**config.mk**
```make
export PLATFORM = sky130hd
export DESIGN_NAME = wdw_watchdog
export DESIGN_NICKNAME = d
export VERILOG_FILES = /design/src/wdw_pkg.sv /design/src/wdw_watchdog.sv
export SDC_FILE = /design/constraint.sdc
export NUM_CORES = 1
export LEC_CHECK = 0
export BUFFER_PORTS_ARGS = -buffer_cell sky130_fd_sc_hd__buf_4
export CORE_MARGIN = 3
export CORE_UTILIZATION = 50
export CTS_CLUSTER_DIAMETER = 100
export CTS_CLUSTER_SIZE = 20
export DETAILED_ROUTE_END_ITERATION = 7
export PLACE_DENSITY = 0.8
export SYNTH_ARGS = -nofsm -noshare
export SYNTH_HDL_FRONTEND = slang
export SYNTH_SLANG_ARGS = --single-unit
```
**constraint.sdc**
```tcl
create_clock -name clk -period 3.5 [get_ports clk]
set_input_delay 0.175 -clock clk [delete_from_list [all_inputs] [get_ports clk]]
set_output_delay 0.175 -clock clk [all_outputs]
set_load 0.005 [all_outputs]
```
**src/wdw_pkg.sv**
```systemverilog
// Constants, types and functions shared by the windowed watchdog
package wdw_pkg;
   // ==========================================
   // Register map
   localparam logic [7:0] ADDR_CONFIG = 8'h00;
   localparam logic [7:0] ADDR_EXT_CONFIG = 8'h04;
   localparam logic [7:0] ADDR_CLEAR = 8'h08;
   localparam logic [7:0] ADDR_UNLOCK = 8'h0C;
   localparam logic [7:0] ADDR_STATUS = 8'h10;
   localparam int ADDR_W = 8;
   // ==========================================
   // Field positions and reset values
   localparam int CFG_DIS_BIT = 7;
   localparam int CFG_STOP_ENTRY_RESET_ENABLE_BIT = 6;
   localparam int CFG_CS_LSB = 4;
   localparam int EXT_WE_BIT = 4;
   localparam int STAT_LOCK_LSB = 24;
   localparam int STAT_WAIT_BIT = 26;
   localparam logic [3:0] UPPER_RESET = 4'h4;
   localparam logic [3:0] LOWER_RESET = 4'h0;
   localparam logic [1:0] CS_RESET = 2'h0;
   localparam logic [7:0] PATTERN_ZERO = 8'h00;
   localparam logic [7:0] UNLOCK_KEY1 = 8'hA5;
   localparam logic [7:0] UNLOCK_KEY2 = 8'h5A;
   // ==========================================
   // Counter and clock source encodings
   localparam int CNT_W = 23;
   localparam int BASE_EXP = 8;
   localparam logic [1:0] CS_RC_FREE = 2'h0;
   localparam logic [1:0] CS_RC_FIXED = 2'h1;
   localparam logic [1:0] CS_MAIN = 2'h2;
   localparam logic [1:0] CS_SUB = 2'h3;
   localparam logic [1:0] RESP_OKAY = 2'h0;
   localparam logic [1:0] RESP_SLVERR = 2'h2;
   typedef enum logic [1:0] {
      WDW_FRESH = 2'b00,
      WDW_KEY1 = 2'b01,
      WDW_UNLOCKED = 2'b10,
      WDW_LOCKED = 2'b11
   } wdw_lock_e;
   // Interval length in ticks for a select value
   function automatic logic [CNT_W:0] wdw_limit(input logic [3:0] sel);
      wdw_limit = (CNT_W + 1)'(1) << (BASE_EXP + int'(sel));
   endfunction : wdw_limit
endpackage : wdw_pkg

```
**src/wdw_watchdog.sv**
```systemverilog
// Windowed watchdog with unlock scheme and AXI4-Lite register slave
`timescale 1ns/100ps
module wdw_watchdog
   import wdw_pkg::*;
(
   input wire logic clk,
   input wire logic reset_n,
   input wire logic [ADDR_W-1:0] s_axi_awaddr,
   input wire logic s_axi_awvalid,
   output logic s_axi_awready,
   input wire logic [31:0] s_axi_wdata,
   input wire logic [3:0] s_axi_wstrb,
   input wire logic s_axi_wvalid,
   output logic s_axi_wready,
   output logic [1:0] s_axi_bresp,
   output logic s_axi_bvalid,
   input wire logic s_axi_bready,
   input wire logic [ADDR_W-1:0] s_axi_araddr,
   input wire logic s_axi_arvalid,
   output logic s_axi_arready,
   output logic [31:0] s_axi_rdata,
   output logic [1:0] s_axi_rresp,
   output logic s_axi_rvalid,
   input wire logic s_axi_rready,
   input wire logic rc_osc_tick,
   input wire logic main_osc_tick,
   input wire logic sub_osc_tick,
   input wire logic rc_osc_enable,
   input wire logic main_osc_enable,
   input wire logic sub_osc_enable,
   input wire logic rc_clock_ready,
   input wire logic main_clock_ready,
   input wire logic sub_clock_ready,
   input wire logic [1:0] bus_clock_source_select,
   input wire logic rc_freq_change,
   input wire logic stop_request,
   input wire logic stop_mode,
   output logic wdt_reset_req
);
   // ==========================================
   // Bus handshake state
   logic aw_held;
   logic w_held;
   logic [ADDR_W-1:0] aw_addr;
   logic [7:0] w_data;
   logic w_lane0;
   logic do_write;
   logic do_read;
   logic [31:0] rd_value;
   logic rd_mapped;
   logic wr_mapped;
   // ==========================================
   // Configuration and watchdog state
   wdw_lock_e lock_state;
   logic act_dis;
   logic act_stop_entry_reset_enable;
   logic [1:0] act_cs;
   logic [3:0] act_upper;
   logic act_we;
   logic [3:0] act_lower;
   logic pend_dis;
   logic pend_stop_entry_reset_enable;
   logic [1:0] pend_cs;
   logic [3:0] pend_upper;
   logic pend_we;
   logic [3:0] pend_lower;
   logic zero_mode;
   logic [7:0] pattern;
   logic [CNT_W-1:0] count;
   logic resume_wait;
   logic src_enable_q;
   // ==========================================
   // Decoded events
   logic clear_write;
   logic activate;
   logic cnt_clear;
   logic pat_update;
   logic violation;
   logic tick;
   logic src_enable;
   logic src_ready;
   logic bus_ready;
   logic run;
   logic in_window;
   logic [CNT_W:0] count_ext;

   function automatic logic wdw_is_wdt_reg(input logic [ADDR_W-1:0] a);
      wdw_is_wdt_reg = (a == ADDR_CONFIG) || (a == ADDR_EXT_CONFIG) ||
         (a == ADDR_CLEAR) || (a == ADDR_UNLOCK);
   endfunction : wdw_is_wdt_reg

   function automatic logic wdw_mapped(input logic [ADDR_W-1:0] a);
      wdw_mapped = wdw_is_wdt_reg(a) || (a == ADDR_STATUS);
   endfunction : wdw_mapped

   // ==========================================
   // AXI4-Lite write channels
   always_ff @(posedge clk or negedge reset_n) begin
      if (!reset_n) begin
         s_axi_awready <= 1'b0;
         aw_held <= 1'b0;
         aw_addr <= '0;
      end else begin
         s_axi_awready <= s_axi_awvalid && !s_axi_awready && !aw_held && !s_axi_bvalid;
         if (s_axi_awvalid && s_axi_awready) begin
            aw_held <= 1'b1;
            aw_addr <= s_axi_awaddr;
         end else if (do_write) begin
            aw_held <= 1'b0;
         end
      end
   end

   always_ff @(posedge clk or negedge reset_n) begin
      if (!reset_n) begin
         s_axi_wready <= 1'b0;
         w_held <= 1'b0;
         w_data <= '0;
         w_lane0 <= 1'b0;
      end else begin
         s_axi_wready <= s_axi_wvalid && !s_axi_wready && !w_held && !s_axi_bvalid;
         if (s_axi_wvalid && s_axi_wready) begin
            w_held <= 1'b1;
            w_data <= s_axi_wdata[7:0];
            w_lane0 <= s_axi_wstrb[0];
         end else if (do_write) begin
            w_held <= 1'b0;
         end
      end
   end

   assign do_write = aw_held && w_held && !s_axi_bvalid;
   assign wr_mapped = wdw_mapped(aw_addr);

   always_ff @(posedge clk or negedge reset_n) begin
      if (!reset_n) begin
         s_axi_bvalid <= 1'b0;
         s_axi_bresp <= RESP_OKAY;
      end else if (do_write) begin
         s_axi_bvalid <= 1'b1;
         s_axi_bresp <= wr_mapped ? RESP_OKAY : RESP_SLVERR;
      end else if (s_axi_bready) begin
         s_axi_bvalid <= 1'b0;
      end
   end

   // ==========================================
   // AXI4-Lite read channels
   assign do_read = s_axi_arvalid && s_axi_arready;
   assign rd_mapped = wdw_mapped(s_axi_araddr);

   always_comb begin
      rd_value = '0;
      if (s_axi_araddr == ADDR_CONFIG) begin
         rd_value[7:0] = {act_dis, act_stop_entry_reset_enable, act_cs, act_upper};
      end else if (s_axi_araddr == ADDR_EXT_CONFIG) begin
         rd_value[EXT_WE_BIT:0] = {act_we, act_lower};
      end else if (s_axi_araddr == ADDR_CLEAR) begin
         rd_value[7:0] = pattern;
      end else if (s_axi_araddr == ADDR_STATUS) begin
         rd_value[CNT_W-1:0] = count;
         rd_value[STAT_LOCK_LSB+1:STAT_LOCK_LSB] = lock_state;
         rd_value[STAT_WAIT_BIT] = resume_wait;
      end
   end

   always_ff @(posedge clk or negedge reset_n) begin
      if (!reset_n) begin
         s_axi_arready <= 1'b0;
         s_axi_rvalid <= 1'b0;
         s_axi_rdata <= '0;
         s_axi_rresp <= RESP_OKAY;
      end else begin
         s_axi_arready <= s_axi_arvalid && !s_axi_arready && !s_axi_rvalid;
         if (do_read) begin
            s_axi_rvalid <= 1'b1;
            s_axi_rdata <= rd_value;
            s_axi_rresp <= rd_mapped ? RESP_OKAY : RESP_SLVERR;
         end else if (s_axi_rready) begin
            s_axi_rvalid <= 1'b0;
         end
      end
   end

   // ==========================================
   // Unlock and lock sequencing
   always_ff @(posedge clk or negedge reset_n) begin
      if (!reset_n) begin
         lock_state <= WDW_FRESH;
      end else begin
         case (lock_state)
            WDW_FRESH, WDW_KEY1: begin
               if (do_write && wdw_is_wdt_reg(aw_addr)) begin
                  if (aw_addr == ADDR_UNLOCK && w_lane0 && lock_state == WDW_FRESH &&
                      w_data == UNLOCK_KEY1) begin
                     lock_state <= WDW_KEY1;
                  end else if (aw_addr == ADDR_UNLOCK && w_lane0 &&
                               lock_state == WDW_KEY1 && w_data == UNLOCK_KEY2) begin
                     lock_state <= WDW_UNLOCKED;
                  end else begin
                     lock_state <= WDW_LOCKED;
                  end
               end else if (do_read && wdw_is_wdt_reg(s_axi_araddr)) begin
                  lock_state <= WDW_LOCKED;
               end
            end
            WDW_UNLOCKED: begin
               if (activate) begin
                  lock_state <= WDW_LOCKED;
               end
            end
            default: begin
               lock_state <= WDW_LOCKED;
            end
         endcase
      end
   end

   // ==========================================
   // Pending and active configuration
   always_ff @(posedge clk or negedge reset_n) begin
      if (!reset_n) begin
         {pend_dis, pend_stop_entry_reset_enable, pend_cs, pend_upper} <= {1'b0, 1'b0, CS_RESET, UPPER_RESET};
         {pend_we, pend_lower} <= {1'b0, LOWER_RESET};
      end else if (do_write && w_lane0 && lock_state == WDW_UNLOCKED) begin
         if (aw_addr == ADDR_CONFIG) begin
            pend_dis <= w_data[CFG_DIS_BIT];
            pend_stop_entry_reset_enable <= w_data[CFG_STOP_ENTRY_RESET_ENABLE_BIT];
            pend_cs <= w_data[CFG_CS_LSB+1:CFG_CS_LSB];
            pend_upper <= w_data[3:0];
         end else if (aw_addr == ADDR_EXT_CONFIG) begin
            pend_we <= w_data[EXT_WE_BIT];
            pend_lower <= w_data[3:0];
         end
      end
   end

   always_ff @(posedge clk or negedge reset_n) begin
      if (!reset_n) begin
         {act_dis, act_stop_entry_reset_enable, act_cs, act_upper} <= {1'b0, 1'b0, CS_RESET, UPPER_RESET};
         {act_we, act_lower} <= {1'b0, LOWER_RESET};
      end else if (activate) begin
         {act_dis, act_stop_entry_reset_enable, act_cs, act_upper} <= {pend_dis, pend_stop_entry_reset_enable, pend_cs, pend_upper};
         {act_we, act_lower} <= {pend_we, pend_lower};
      end
   end

   // ==========================================
   // Clear mode and stored pattern
   always_ff @(posedge clk or negedge reset_n) begin
      if (!reset_n) begin
         zero_mode <= 1'b1;
         pattern <= PATTERN_ZERO;
      end else if (activate) begin
         zero_mode <= (w_data == PATTERN_ZERO);
         pattern <= w_data;
      end else if (pat_update) begin
         pattern <= w_data;
      end
   end

   // ==========================================
   // Clock source selection and Stop handling
   always_comb begin
      case (act_cs)
         CS_MAIN: begin
            tick = main_osc_tick;
            src_enable = main_osc_enable;
            src_ready = main_clock_ready;
         end
         CS_SUB: begin
            tick = sub_osc_tick;
            src_enable = sub_osc_enable;
            src_ready = sub_clock_ready;
         end
         default: begin
            tick = rc_osc_tick;
            src_enable = rc_osc_enable;
            src_ready = rc_clock_ready;
         end
      endcase
      case (bus_clock_source_select)
         CS_MAIN: bus_ready = main_clock_ready;
         CS_SUB: bus_ready = sub_clock_ready;
         default: bus_ready = rc_clock_ready;
      endcase
   end

   always_ff @(posedge clk or negedge reset_n) begin
      if (!reset_n) begin
         resume_wait <= 1'b0;
      end else if (stop_mode) begin
         resume_wait <= 1'b1;
      end else if (src_ready && bus_ready) begin
         resume_wait <= 1'b0;
      end
   end

   always_ff @(posedge clk or negedge reset_n) begin
      if (!reset_n) begin
         src_enable_q <= 1'b0;
      end else begin
         src_enable_q <= src_enable;
      end
   end

   // Sleep and Timer modes are invisible here, so counting goes on
   assign run = !act_dis && !stop_mode && !resume_wait;

   // ==========================================
   // Clear decoding and violations
   assign count_ext = {1'b0, count};
   assign clear_write = do_write && w_lane0 && aw_addr == ADDR_CLEAR;
   assign activate = clear_write && lock_state == WDW_UNLOCKED;
   assign in_window = !act_we || count_ext >= wdw_limit(act_lower);

   always_comb begin
      cnt_clear = 1'b0;
      pat_update = 1'b0;
      violation = 1'b0;
      if (activate) begin
         if (!pend_dis) begin
            if ((pend_cs == CS_MAIN && !main_clock_ready) ||
                (pend_cs == CS_SUB && !sub_clock_ready)) begin
               violation = 1'b1;
            end
            if (count_ext > wdw_limit(pend_upper) - (CNT_W + 1)'(1)) begin
               violation = 1'b1;
            end
         end
      end else if (clear_write && !act_dis) begin
         if (!in_window) begin
            violation = 1'b1;
         end else if (zero_mode) begin
            if (w_data == PATTERN_ZERO) begin
               cnt_clear = 1'b1;
            end else begin
               violation = 1'b1;
            end
         end else if (w_data == pattern) begin
            cnt_clear = 1'b0;
         end else if (w_data == ~pattern) begin
            cnt_clear = 1'b1;
            pat_update = 1'b1;
         end else begin
            violation = 1'b1;
         end
      end
      if (!act_dis) begin
         if (run && tick && count_ext == wdw_limit(act_upper) - (CNT_W + 1)'(1)) begin
            violation = 1'b1;
         end
         if (src_enable_q && !src_enable && !stop_mode && !resume_wait) begin
            violation = 1'b1;
         end
         if (rc_freq_change && act_cs == CS_RC_FIXED) begin
            violation = 1'b1;
         end
         if (stop_request && act_stop_entry_reset_enable) begin
            violation = 1'b1;
         end
      end
   end

   // ==========================================
   // Counter
   always_ff @(posedge clk or negedge reset_n) begin
      if (!reset_n) begin
         count <= '0;
      end else if (cnt_clear) begin
         count <= '0;
      end else if (run && tick) begin
         count <= count + CNT_W'(1);
      end
   end

   // ==========================================
   // Reset request, held until system reset
   always_ff @(posedge clk or negedge reset_n) begin
      if (!reset_n) begin
         wdt_reset_req <= 1'b0;
      end else if (violation) begin
         wdt_reset_req <= 1'b1;
      end
   end
endmodule : wdw_watchdog

```
==> metrics.cfg <==
[status]
status=completed

[run]
maxCapViolations=0

[sta]
finalSetupViolations=0
drv_slew=0
period_share_pct=86.6
hold_viol_final=0
grt_setup_unrepaired=no
worst_pin_slew_ps=954
max_slew_margin_pct=36.4
skew_ps=10.7
fin_crit_ps=3030
setup_tns_ps=0
timing.fmax_ghz=0.330

[pwr]
p_seq_share_pct=42.6
netSwitchingFraction_pct=27.9
clkPwrFrac_pct=42.9
totalPowerFinal_w=0.00418
ir_drop_uv=585
p_int_w=0.00301
leakagePower_nw=3.74
p_switching_w=0.00117
power_frac_comb_pct=14.5
powerDensity_mw_per_mm2=502

[clocking]
cts_resized=0
post_cts_buffers=0
path_clk_slew_ps=50
cts_tree=built
cts-htree-levels=4
cts_made_buffers=17
cts_sinks=115
clock_latency_ps=420
clockBufferDepth=2
root_buffer=clkbuf_16

[logic_synthesis]
synthFlopType=dfrtp_1
synth_edf_count=0
yosys_warnings=0
synth-seq-cells=115
avgSynthCellArea_um2=9.53
ys_async_sr_fraction_pct=100
netlist_area_mm2=0.00678
synth_cells=712
yosysUniqueCellTypes=60
seq_area_frac_synth_pct=42.5

[routing]
viasPerCell=5.80
wirelength_um=17900
ant_nets=0
dr.pass1.iters=5
drc_errors=0
drt_iter0_drc=413
wl_per_cell_um=18.0
vias=5761

[global_route]
grt_max_degree=79
first_global_vias=5871
antenna_found_initial=0
grt_pass1_wl_um=29200
grt_usage_pct=25.3
overflow=0

[die]
die_x_um=122
ios=115
core_area_mm2=0.0129
start_util_pct=52.5
die_height_um=122
fp.dieArea_mm2=0.0150
rows=41

[finish]
drive_gt1_share_pct=22.7
finalNetCount=921
synthToLayoutAreaGrowth_pct=22.8
diodes=0

[worst_setup_path]
worst_r2r_endpoint=pattern[5]
critical_path.endpoint_type=flip-flop
worstSetupStartpointType=flip-flop
cp-startpoint=act_lower[0]
worstSetupPathType=flip-flop to flip-flop
required_ps=3800
setup.worst_path.end=pattern[5]
reg2reg_from=act_lower[0]
crit_arrival_ps=3330
reg2reg_slack_ps=470
cp_max_fo=9
rr_worst_depth=9

[placed_design]
port_buffers=79
dp_hpwl_um=12900
gpl.final_weighted_congestion=0.915

[min_path]
hold_path_depth=2
hp-class=primary input to flip-flop

## flip-flops by register name (all words and copies together), names as in the netlist, 2 cells and up
register     flops
pend_upper       4
w_data           8
act_cs           2
pend_lower       4
s_axi_rdata     26
count           23
act_upper        4
pend_cs          2
lock_state       2
act_lower        4
aw_addr          8
pattern          8
## logic make-up (layout without fill, tap and decap cells)
family	after synthesis	after routing	synth area share (%)
adders and majority gates	40	40	7.38
buffers and inverters	63	159	4.30
AOI/OAI and AO/OA	137	137	12.7
other	2	15	0.111
and+or+nand+nor	262	262	18.8
DFF	115	115	42.5
xor gates and xnor gates	32	32	4.13
muxes	61	61	10.2
## synthesized netlist by cell type (5+ instances only)
library cell  instances  area [um^2]
ha_1                 40          500
nand3_1              19         95.1
nand4_1              24          150
xor2_1               14          123
inv_1                14         52.6
nor3_1               13         65.1
a31oi_1               7         43.8
mux2i_1              11          110
mux2_4                5         75.1
o211ai_1              5         37.5
a211oi_1              7         52.6
nor2b_1               5         31.3
mux2_2               45          507
a22oi_1               5         37.5
o22a_1                5         43.8
o21ai_0              52          260
dfrtp_1             112         2800
buf_4                12         90.1
and3_1                6         37.5
clkbuf_1             34          128
nor2_1               62          233
nor4_1               10         62.6
a21oi_1              30          150
xnor2_1              18          158
nand2_1              96          360
## metal layers
| layer | track usage, % | share of wire, % | vias up |
|---|---|---|---|
| met2 | 41.9 | 49 | 219 |
| met3 | 5.94 | 6.4 | 36 |
| met4 | 10.1 | 2.0 | 0 |
| met1 | 32.2 | 42 | 2788 |
| li1 | - | - | 2718 |
| met5 | 0 | 0 | - |
## power groups by stage
stage	registers (W)	logic, W	clock network [W]
2_1_floorplan	0.00169	0.000409	0
6_report	0.00178	0.000608	0.00179
5_1_grt	0.00180	0.000682	0.00188
3_5_place_dp	0.00179	0.000584	0
4_1_cts	0.00177	0.000605	0.00180
3_3_place_gp	0.00177	0.000555	0
## repair_timing
action / CTS / global route
endpoints found under the setup margin: 0 / 0
hold endpoints to repair: 92 / 2
hold buffers: 19 / 2
## cell type report
type | count | area, um^2
fillers | 971 | 4600
multi-input cells | 547 | 3670
flip-flops and latches | 115 | 2880
repair buffers | 113 | 901
clock buffers | 24 | 492
well taps | 172 | 215
clock inverters | 8 | 124
inverters | 14 | 52.6
## metrics by stage
step	util [%]	std cells	hold slack [ps]	instance area, um^2	worst slack, ps
finish	64.5	993	50.4	8330	469
global placement	58.1	940	354	7510	645
CTS	64.3	991	0.0580	8310	525
detailed placement	58.1	940	365	7510	529
global route	64.5	993	31.2	8330	333
floorplan	-	725	-121	6830	929
## worst min path at each step
stage | from | endpoint | slack (ps)
after floorplan | reset_n | act_cs[0] | -120
after global routing | s_axi_wvalid | s_axi_wready | 30
after global placement | s_axi_rready | s_axi_rvalid | 350
after CTS | s_axi_wdata[5] | w_data[5] | 0.06
final | s_axi_awvalid | s_axi_awready | 50
after detailed placement | s_axi_bready | s_axi_bvalid | 360
## critical path: stages, from the launching register on
cell      delay [ps]
dfrtp_1          480
nor2b_1          340
nand3_1          130
ha_1             310
nand3_1          100
nor4_1           290
o21ai_0          140
o211ai_1         390
a31o_2           370
mux2_2           370
## layout by cell type, fill, tap and decap left out, types with 6 or more instances in the layout
cell type | Yosys | routed
dfrtp_1 | 112 | 112
nand2_1 | 96 | 96
buf_4 | 12 | 92
nor2_1 | 62 | 62
o21ai_0 | 52 | 52
mux2_2 | 45 | 45
ha_1 | 40 | 40
a21oi_1 | 30 | 30
nand4_1 | 24 | 24
dlygate4sd3_1 | 0 | 21
nand3_1 | 19 | 19
xnor2_1 | 18 | 18
clkbuf_16 | 0 | 17
conb_1 | 2 | 15
inv_1 | 14 | 14
xor2_1 | 14 | 14
nor3_1 | 13 | 13
mux2i_1 | 11 | 11
nor4_1 | 10 | 10
a31oi_1 | 7 | 7
a211oi_1 | 7 | 7
and3_1 | 6 | 6
No activity file was read; power rests on OpenSTA's default activity.
